===== src/hdl/cefml_pkg.sv =====
// Package: offsets, field positions, reset values and timing counts for
// the charger event flag and mask logic.
// Assumes a single 25 MHz system clock.
package cefml_pkg;

    // =========================================================
    // Register offsets
    localparam logic [7:0] CHARGE_BOOST_EVENT_FLAGS_ADDR = 8'h05;
    localparam logic [7:0] FAULT_TIMER_EVENT_FLAGS_ADDR  = 8'h06;
    localparam logic [7:0] INPUT_EVENT_MASK_ADDR         = 8'h08;
    localparam logic [7:0] CHARGE_BOOST_MASK_ADDR        = 8'h09;
    localparam logic [7:0] FAULT_TIMER_MASK_ADDR         = 8'h0A;

    // =========================================================
    // Reset values
    localparam logic [7:0] FLAGS_RESET = 8'h00;
    localparam logic [7:0] MASK_RESET  = 8'h00;

    // Writable bits of the charge and boost mask (bit 1 reserved)
    localparam logic [7:0] CHARGE_BOOST_MASK_WMASK = 8'hFD;

    // =========================================================
    // Bit positions, charge and boost event flags
    localparam int CHARGE_CURRENT_CROSS_BIT = 7;
    localparam int RECHARGE_NEEDED_BIT      = 6;
    localparam int BOOST_OVERVOLTAGE_BIT    = 5;
    localparam int BOOST_THERMAL_BIT        = 4;
    localparam int BOOST_FAILURE_BIT        = 3;
    localparam int BOOST_UNDERVOLTAGE_BIT   = 2;
    localparam int BOOST_WATCHDOG_BIT       = 1;
    localparam int BOOST_LOW_BATTERY_BIT    = 0;

    // Bit positions, fault and timer event flags
    localparam int TOPOFF_COMPLETE_BIT      = 7;
    localparam int INPUT_OVERVOLTAGE_BIT    = 6;
    localparam int SHORTED_BATTERY_BIT      = 5;
    localparam int DIE_TEMPERATURE_BIT      = 4;
    localparam int BATTERY_TEMPERATURE_BIT  = 3;
    localparam int SHORT_CHECK_FAIL_BIT     = 2;
    localparam int BATTERY_SWITCH_OCP_BIT   = 1;
    localparam int TIMER_BIT                = 0;

    // Bit position of the timer expiry mask
    localparam int TIMER_EXPIRY_MASK_BIT    = 0;

    // =========================================================
    // Positions of the detector inputs in the synchronised vector
    localparam int DET_WIDTH          = 15;
    localparam int DET_CURRENT_ABOVE  = 0;
    localparam int DET_BELOW_RECHARGE = 1;
    localparam int DET_BUS_BOOST_OVP  = 2;
    localparam int DET_DIE_SHUTDOWN   = 3;
    localparam int DET_BUS_NOT_REACH  = 4;
    localparam int DET_BOOST_ILIM     = 5;
    localparam int DET_BELOW_UVLO     = 6;
    localparam int DET_LOW_BATTERY    = 7;
    localparam int DET_VBUS_OVP       = 8;
    localparam int DET_VIN_OVP        = 9;
    localparam int DET_BELOW_SHORT    = 10;
    localparam int DET_THERMAL_REG    = 11;
    localparam int DET_THERMAL_SD     = 12;
    localparam int DET_BAT_TEMP       = 13;
    localparam int DET_SWITCH_OCP     = 14;

    // =========================================================
    // Timing
    localparam int CLK_PERIOD_NS      = 40;
    localparam int BOOST_ILIM_TIME_NS = 50000;
    // Least time, rounded up to whole cycles
    localparam int BOOST_ILIM_CYCLES  =
        (BOOST_ILIM_TIME_NS + CLK_PERIOD_NS - 1) / CLK_PERIOD_NS;
    localparam int ILIM_CNT_WIDTH     = 11;

endpackage : cefml_pkg


===== src/hdl/cefml_sync.sv =====
// Three-stage synchroniser with agreement filter and edge pulses.
// Assumes asynchronous level inputs from analog detectors.
`timescale 1ns/1ps
module cefml_sync
    import cefml_pkg::*;
#(
    parameter int WIDTH = 8
)
(
    input  wire logic             clk_sys,
    input  wire logic             srst,
    input  wire logic [WIDTH-1:0] async_in,
    output logic      [WIDTH-1:0] level,
    output logic      [WIDTH-1:0] rise,
    output logic      [WIDTH-1:0] fall
);

    typedef struct packed {
        logic [WIDTH-1:0] s1;
        logic [WIDTH-1:0] s2;
        logic [WIDTH-1:0] s3;
        logic [WIDTH-1:0] lvl;
        logic [WIDTH-1:0] rise;
        logic [WIDTH-1:0] fall;
    } cefml_sync_t;

    cefml_sync_t st_reg;
    cefml_sync_t st_next;

    // =========================================================
    // Next state: level follows once stages two and three agree
    always_comb
    begin
        st_next      = st_reg;
        st_next.s1   = async_in;
        st_next.s2   = st_reg.s1;
        st_next.s3   = st_reg.s2;
        st_next.lvl  = (st_reg.s2 & st_reg.s3) |
                       (st_reg.lvl & (st_reg.s2 | st_reg.s3));
        st_next.rise = st_next.lvl & ~st_reg.lvl;
        st_next.fall = ~st_next.lvl & st_reg.lvl;
    end

    // State register
    always_ff @(posedge clk_sys)
    begin
        if (srst)
        begin
            st_reg <= '0;
        end
        else
        begin
            st_reg <= st_next;
        end
    end

    assign level = st_reg.lvl;
    assign rise  = st_reg.rise;
    assign fall  = st_reg.fall;

endmodule : cefml_sync


===== src/hdl/cefml_top.sv =====
// Charger event flag and mask logic: two read-clear event registers,
// three mask registers and the active-low interrupt line.
// Assumes register access decoded from the serial interface into single
// cycle read and write strobes, and analog detector levels on pins.
`timescale 1ns/1ps
module cefml_top
    import cefml_pkg::*;
(
    input  wire logic                 clk_sys,
    input  wire logic                 srst,
    // Register access port
    input  wire logic [7:0]           reg_addr,
    input  wire logic                 reg_wr,
    input  wire logic                 reg_rd,
    input  wire logic [7:0]           reg_wdata,
    output logic      [7:0]           reg_rdata,
    // Analog detector levels, asynchronous
    input  wire logic [DET_WIDTH-1:0] detector_in,
    // Charger control state, same clock
    input  wire logic                 boost_active,
    input  wire logic                 charging,
    input  wire logic                 charge_done,
    input  wire logic                 termination_enable,
    input  wire logic                 topoff_enable,
    input  wire logic                 timer_continue_enable,
    input  wire logic                 safety_timer_expire,
    input  wire logic                 watchdog_expire,
    input  wire logic                 topoff_timer_expire,
    input  wire logic                 short_check_fail,
    input  wire logic [7:0]           input_event_flags,
    // Interrupt line
    output logic                      int_n
);

    typedef struct packed {
        logic [7:0]                ev1;
        logic [7:0]                ev2;
        logic [7:0]                mask0;
        logic [7:0]                mask1;
        logic [7:0]                mask2;
        logic [ILIM_CNT_WIDTH-1:0] ilim_cnt;
        logic                      boost_prev;
        logic [7:0]                rdata;
        logic                      int_n;
    } cefml_state_t;

    cefml_state_t st_reg;
    cefml_state_t st_next;

    logic [DET_WIDTH-1:0] det_lvl;
    logic [DET_WIDTH-1:0] det_rise;
    logic [DET_WIDTH-1:0] det_fall;
    logic [7:0]           set1;
    logic [7:0]           set2;
    logic                 ilim_timeout;
    logic                 pending;

    // Address match for a strobe
    function automatic logic hit(input logic       strobe,
                                 input logic [7:0] addr,
                                 input logic [7:0] target);
        hit = strobe && (addr == target);
    endfunction : hit

    // =========================================================
    // Detector synchroniser
    cefml_sync #(
        .WIDTH    (DET_WIDTH)
    ) u_sync (
        .clk_sys  (clk_sys),
        .srst     (srst),
        .async_in (detector_in),
        .level    (det_lvl),
        .rise     (det_rise),
        .fall     (det_fall)
    );

    // =========================================================
    // Event sources for the charge and boost flags
    assign ilim_timeout = boost_active && det_lvl[DET_BOOST_ILIM] &&
        (st_reg.ilim_cnt == ILIM_CNT_WIDTH'(BOOST_ILIM_CYCLES - 1));

    always_comb
    begin
        set1 = 8'h00;
        set1[CHARGE_CURRENT_CROSS_BIT] = !termination_enable &&
            (det_rise[DET_CURRENT_ABOVE] ||
             det_fall[DET_CURRENT_ABOVE]);
        set1[RECHARGE_NEEDED_BIT] = charge_done &&
            det_rise[DET_BELOW_RECHARGE];
        set1[BOOST_OVERVOLTAGE_BIT] =
            det_rise[DET_BUS_BOOST_OVP];
        set1[BOOST_THERMAL_BIT] = boost_active &&
            det_rise[DET_DIE_SHUTDOWN];
        set1[BOOST_FAILURE_BIT] = (boost_active &&
            det_rise[DET_BUS_NOT_REACH]) || ilim_timeout;
        set1[BOOST_UNDERVOLTAGE_BIT] = boost_active &&
            (det_rise[DET_BELOW_UVLO] ||
             (!st_reg.boost_prev && det_lvl[DET_BELOW_UVLO]));
        set1[BOOST_WATCHDOG_BIT] = boost_active &&
            watchdog_expire;
        set1[BOOST_LOW_BATTERY_BIT] = boost_active &&
            det_rise[DET_LOW_BATTERY];
    end

    // Event sources for the fault and timer flags
    always_comb
    begin
        set2 = 8'h00;
        set2[TOPOFF_COMPLETE_BIT] = termination_enable &&
            topoff_enable && topoff_timer_expire;
        set2[INPUT_OVERVOLTAGE_BIT] = det_rise[DET_VBUS_OVP] ||
            det_rise[DET_VIN_OVP];
        set2[SHORTED_BATTERY_BIT] = charging &&
            det_rise[DET_BELOW_SHORT];
        set2[DIE_TEMPERATURE_BIT] = det_rise[DET_THERMAL_REG] ||
            det_rise[DET_THERMAL_SD];
        set2[BATTERY_TEMPERATURE_BIT] =
            det_rise[DET_BAT_TEMP];
        set2[SHORT_CHECK_FAIL_BIT] = short_check_fail;
        set2[BATTERY_SWITCH_OCP_BIT] =
            det_rise[DET_SWITCH_OCP];
        set2[TIMER_BIT] = safety_timer_expire ||
            (watchdog_expire && (boost_active || charging));
    end

    // Any unmasked flag of the input event flags and the two event registers
    assign pending = |(input_event_flags & ~st_reg.mask0) ||
                     |(st_reg.ev1 & ~st_reg.mask1) ||
                     |(st_reg.ev2 & ~st_reg.mask2);

    // =========================================================
    // Next state
    always_comb
    begin
        st_next            = st_reg;
        st_next.boost_prev = boost_active;

        // Sustained current limit counter, saturating at the limit
        if (!(boost_active && det_lvl[DET_BOOST_ILIM]))
        begin
            st_next.ilim_cnt = '0;
        end
        else if (st_reg.ilim_cnt != ILIM_CNT_WIDTH'(BOOST_ILIM_CYCLES))
        begin
            st_next.ilim_cnt = st_reg.ilim_cnt + 1'b1;
        end

        // Read data and clear of exactly the returned flags
        st_next.rdata = 8'h00;
        st_next.ev1   = st_reg.ev1;
        st_next.ev2   = st_reg.ev2;
        if (hit(reg_rd, reg_addr, CHARGE_BOOST_EVENT_FLAGS_ADDR))
        begin
            st_next.rdata = st_reg.ev1;
            st_next.ev1   = 8'h00;
        end
        if (hit(reg_rd, reg_addr, FAULT_TIMER_EVENT_FLAGS_ADDR))
        begin
            st_next.rdata = st_reg.ev2;
            st_next.ev2   = 8'h00;
        end
        if (hit(reg_rd, reg_addr, INPUT_EVENT_MASK_ADDR))
        begin
            st_next.rdata = st_reg.mask0;
        end
        if (hit(reg_rd, reg_addr, CHARGE_BOOST_MASK_ADDR))
        begin
            st_next.rdata = st_reg.mask1;
        end
        if (hit(reg_rd, reg_addr, FAULT_TIMER_MASK_ADDR))
        begin
            st_next.rdata = st_reg.mask2;
        end

        // New events win over the read clear
        st_next.ev1 = st_next.ev1 | set1;
        st_next.ev2 = st_next.ev2 | set2;

        // Mask register writes
        if (hit(reg_wr, reg_addr, INPUT_EVENT_MASK_ADDR))
        begin
            st_next.mask0 = reg_wdata;
        end
        if (hit(reg_wr, reg_addr, CHARGE_BOOST_MASK_ADDR))
        begin
            st_next.mask1 = reg_wdata & CHARGE_BOOST_MASK_WMASK;
        end
        if (hit(reg_wr, reg_addr, FAULT_TIMER_MASK_ADDR))
        begin
            st_next.mask2 = reg_wdata;
        end

        // Timer expiry always reaches the line without continuation
        if (safety_timer_expire && !timer_continue_enable)
        begin
            st_next.mask2[TIMER_EXPIRY_MASK_BIT] = 1'b0;
        end

        // Interrupt line low while anything unmasked is pending
        st_next.int_n = !pending;
    end

    // State register
    always_ff @(posedge clk_sys)
    begin
        if (srst)
        begin
            st_reg       <= '0;
            st_reg.ev1   <= FLAGS_RESET;
            st_reg.ev2   <= FLAGS_RESET;
            st_reg.mask0 <= MASK_RESET;
            st_reg.mask1 <= MASK_RESET;
            st_reg.mask2 <= MASK_RESET;
            st_reg.int_n <= 1'b1;
        end
        else
        begin
            st_reg <= st_next;
        end
    end

    assign reg_rdata = st_reg.rdata;
    assign int_n     = st_reg.int_n;
endmodule : cefml_top


===== config.mk =====
export PLATFORM = sky130hd
export DESIGN_NAME = cefml_top
export DESIGN_NICKNAME = d
export VERILOG_FILES = /design/src/hdl/cefml_pkg.sv /design/src/hdl/cefml_sync.sv /design/src/hdl/cefml_top.sv
export SDC_FILE = /design/constraint.sdc
export NUM_CORES = 1
export LEC_CHECK = 0
export BUFFER_PORTS_ARGS = -buffer_cell sky130_fd_sc_hd__buf_2
export CORE_MARGIN = 8
export CORE_UTILIZATION = 61
export DETAILED_ROUTE_END_ITERATION = 8
export GPL_TIMING_DRIVEN = 0
export PLACE_DENSITY_LB_ADDON = 0.15
export SETUP_SLACK_MARGIN = 0.02
export SYNTH_ARGS = -nofsm -noshare
export SYNTH_HDL_FRONTEND = slang
export SYNTH_SLANG_ARGS = --single-unit
export TNS_END_PERCENT = 1

===== constraint.sdc =====
create_clock -name clk_sys -period 2.6 [get_ports clk_sys]
set_input_delay 0 -clock clk_sys [delete_from_list [all_inputs] [get_ports clk_sys]]
set_output_delay 0 -clock clk_sys [all_outputs]
set_load 0.03 [all_outputs]

Word-level counts from Yosys, hierarchy flattened
Cells that the tools add are included.
Cells by class
  $add $sub $neg: 1
  multiply operators: 0
  divide/modulo/power cells: 0
  magnitude comparators: 0
  equality and inequality tests: 7
  shift operators: 0
  mux-type cells: 7
  bitwise gates (word level): 17
  reduce and logical (&&, ||, !) cells: 41
Operators by type and width (count)
  $mux W8: 7
  $and A15 B15 Y15: 3
  $or A15 B15 Y15: 2
  $and A8 B8 Y8: 3
  $eq A8 B4 Y1 const B: 3
  $not A8 Y8: 3
  $reduce_or A8 Y1: 3
  $logic_and A1 B1 Y1: 23
  $eq A8 B3 Y1 const B: 2
  $or A8 B8 Y8: 2
  $not A15 Y15: 1
  $add A11 B1 Y11 const B: 1
  $eq A11 B11 Y1 const B: 1
  $ne A11 B11 Y1 const B: 1
  $logic_or A1 B1 Y1: 9
  $logic_not A1 Y1: 4
  $reduce_or A2 Y1: 2
  $not A1 Y1: 2
  $and A1 B1 Y1: 1
Word-level totals
  flip-flop bits (word level): 136
  latch bits: 0
  bits in writable memories: 0
  memory bits (read-only): 0
  word-level logic and storage cells: 89
  memories kept: 0

Longest topological paths before layout
  word-level depth: 7
  mapped depth: 7

Cells and area by module
Synthesis repeated with hierarchy kept, for this count alone.
Unflattened totals
  cell total of the unflattened synthesis: 584
  area total of the unflattened synthesis: 5968.2 µm²
Modules (own cells, without submodules)
  cefml_sync: times used 1, cells an instance 263, area an instance 3158.0 µm², sequential area each 1801.7 µm²
  cefml_top: times used 1, cells an instance 321, area an instance 2810.2 µm², sequential area each 1201.2 µm²

Worst setup path before layout
Ideal clock, no wire load.
  kind: register to register
  start point: reg st_reg[12] (netlist name)
  end point: reg st_reg[10] (netlist name)
  arrival: 1632 ps
  required time: 2476 ps
  path slack: 844 ps
  stages on the path, launching flop included: 6
  clock period less this slack: 1756 ps
  path through: dfxtp_1 -> or4b_1 -> or4_1 -> buf_2 -> xnor2_1 -> nor2_1
On the way
  word-level cells in the longest chain between the ends: 1
Ends and longest elaborated chain
  start, declared: RTL line cefml_top.sv:47  | cefml_state_t st_reg;
  start signal, assigned: RTL line cefml_top.sv:219  | st_reg <= st_next;
  $ne A11 B11 Y1: RTL line cefml_top.sv:144  | else if (st_reg.ilim_cnt != ILIM_CNT_WIDTH'(BOOST_ILIM_CYCLES))
Every way passes these cells.
A chain may end at the register's enable or synchronous reset.

Final worst setup path
  start point: in reg_rd
  end point: reg st_reg[59] (netlist name)
On the way
  word-level cells in the longest chain between the ends: 3
Ends and longest elaborated chain
  start, declared: RTL line cefml_top.sv:14  | input wire logic reg_rd,
  $logic_and A1 B1 Y1: RTL line cefml_top.sv:62  | hit = strobe && (addr == target);
  $mux W8: RTL line cefml_top.sv:153  | if (hit(reg_rd, reg_addr, CHARGE_BOOST_EVENT_FLAGS_ADDR))
  $or A8 B8 Y8: RTL line cefml_top.sv:177  | st_next.ev1 = st_next.ev1 | set1;
Every way passes these cells.

==> impl_metrics.toml <==
[outcome]
run_status = "finished clean"

[pwr]
combPwrFrac_pct = 4.9
p_switching_uw = 1010
seqPwrFrac_pct = 45.8
p_leak_uw = 0.00252
clkPwrFrac_pct = 49.3
ir_drop_mv = 0.514
swShare_pct = 21.7
power.density_nw_per_um2 = 731
intPower_uw = 3630

[detailed_routing]
detail_route.iter0.violations = 269
wl_met1_mm = 5.02
highest_layer = "met4"
wl_mm = 12.0
firstDrtPassIters = 5
drt.antenna.violating_nets = 0
dr_wl_met2_mm = 5.78
num_vias = 4040
route.met3.wl_um = 977
post-route-drc-count = 0
vias_per_cell = 5.51
post_drt_wl_per_cell_um = 16.4

[final_layout]
largest_reg_flops = 51
final_common_cell = "dfxtp_1"
nNetsFinal = 674
area_growth_pct = 29.2
regArea_sq_um = 2700
multi_input_area_sq_um = 1970
antennaDiodeCount = 0
fin_area_sq_um = 6350
fillers = 478
mostFrequentLayoutCells = "135 x dfxtp_1, 65 x buf_2, 49 x nor2b_1, 43 x nor2_1, 43 x dlygate4sd3_1"
layout-drive-gt1-share_pct = 17.6

[die]
die_w_um = 106
fp-row-count = 32
dieArea_sq_um = 11200
pin_count = 62
die_h_um = 106
initial_core_util_pct = 63.3
core-area_sq_um = 7770

[synth]
synth_seq_area_share_pct = 55.0
synth-edff-count = 0
netlist_area_sq_um = 4910
ys_ff_latch = 135
syn-mean-instance-area_sq_um = 9.93
synth-async-reset-ratio_pct = 0
yosys_warnings = 0
synthCells = 495
synth_top_area_share_pct = 55.0
yosysTopAreaCell = "dfxtp_1"
synth.distinct_cells = 48
syn-num-nets = 551
synthFlopType = "dfxtp_1"
synth_area_leaders = "dfxtp_1 55%, nor2b_1 6.2%, mux2i_1 4.7%"

[sta]
relSlewSlack_pct = 48.4
clock_skew_ns = 0.00876
max_freq_mhz = 509
fin_crit_ns = 1.96
slew_viol_final = 0
worst_slack_ns = 0.635
rsz0062_at_grt = "false"
fin_crit_sh_pct = 75.6
setup_violations = 0
hold_violations = 0
tightest_slew_ns = 0.774
tns_ns = 0

[clock_tree]
clk_path_buf_depth = 2
cts_made_buffers = 17
root_buffer = "clkbuf_8"
clock-sinks = 135
tritoncts = "built"
htreeDepth = 4
clk_latency_ns = 0.51
clk_pin_slew_ns = 0.06
post_cts_resized = 0

[global_route]
grt_first_pass_wirelength_mm = 19.6
grt_pass1_vias = 4047
grt_max_degree = 17
grtUsageTotal_pct = 21.7
antenna_found_initial = 0
grt_overflow_total = 0

[worst_setup_path]
cp.arrival_ns = 2.42
startpoint = "reg_rd"
cp.required_ns = 3.05
end_kind = "register"
criticalPathCategory = "primary input to register"
cp_max_fo = 8
ff2ff_path_depth = 5
r2r_start = "st_reg[12]"
start_kind = "primary input"

[hold_path]
min-delay-start = "input_event_flags[7]"
hold_depth = 5
hp-class = "primary input to register"

[placement]
place_area_sq_um = 5350
post-place-ws_ns = 0.747
port_buffers = 61
gp_congestion = 0.939
dpl.hpwl_mm = 7.52

[flow_run]
maxCapViolCount = 0
==> stage by stage <==
| stage | cells | utilization, % | hold slack [ns] | total power [uW] |
|---|---|---|---|---|
| 6_report | 733 | 81.7 | 0.102 | 4640 |
| 5_1_grt | 733 | 81.7 | 0.0982 | 4770 |
| 4_1_cts | 733 | 81.7 | 0.0632 | 4640 |
| 3_5_place_dp | 658 | 68.8 | 0.212 | 2340 |
| 3_3_place_gp | 658 | 68.8 | 0.207 | 2330 |
| 2_1_floorplan | 495 | - | 0.117 | 2260 |
==> cells in the mapped netlist, types with 4 or more instances <==
cell type,instances
o22ai_1,14
o21ai_0,18
a21oi_1,22
dfxtp_1,135
a22o_1,9
xnor2_1,6
buf_2,4
clkbuf_1,10
nand2_1,29
a221oi_1,9
nand3_1,8
nor2_1,43
and3b_1,14
inv_1,26
o211ai_1,7
buf_1,5
nand2b_1,9
nor3_1,5
mux2i_1,23
buf_4,8
nor2b_1,49
==> area by class of cell <==
class | instances | share of cell area [%]
Sequential cell | 135 | 42.6
Clock inverter | 11 | 1.93
Tap cell | 102 | 2.01
Inverter | 26 | 1.54
Clock buffer | 21 | 7.07
Buffer | 28 | 2.33
Multi-Input combinational cell | 306 | 31.0
Timing Repair Buffer | 104 | 11.6
==> worst max-delay path: stages <==
cell	delay (ns)
dlygate4sd3_1	0.53
buf_2	0.15
and3_1	0.14
buf_2	0.18
a21oi_1	0.65
a32o_1	0.22
dlygate4sd3_1	0.54
==> cells by family (layout without fill, tap and decap cells) <==
logic type / Yosys count / after routing / synth area share (%)
flops: 135 / 135 / 55.0
buf+inv: 54 / 190 / 4.99
xor+xnor: 8 / 8 / 1.43
fa+ha+maj: 3 / 3 / 0.764
compound gates: 96 / 96 / 13.0
mux: 23 / 23 / 4.68
simple gates: 176 / 176 / 20.1
==> final timing paths <==
path,end,slack [ns]
setup reg to reg,st_reg[10],0.68
setup / recovery,st_reg[59],0.64
hold reg to reg,u_sync.st_next[52],0.44
hold / removal,int_n,0.10
==> power groups by stage <==
stage	clock network (uW)	logic, uW	registers (uW)
6_report	2290	226	2130
5_1_grt	2400	244	2130
4_1_cts	2290	220	2120
3_5_place_dp	0	171	2170
3_3_place_gp	0	168	2170
2_1_floorplan	0	92.1	2160
==> what timing repair did <==
item,in CTS,in global routing
hold buffers,43,0
endpoints found under the hold margin,51,0
setup buffers,0,0
==> per-layer routing <==
layer | vias up | GRT usage, %
met5 | - | 0
met4 | 0 | 7.44
met3 | 36 | 6.33
met2 | 189 | 36.5
met1 | 1852 | 25.8
li1 | 1963 | -
(Power assumes the default switching activity.)
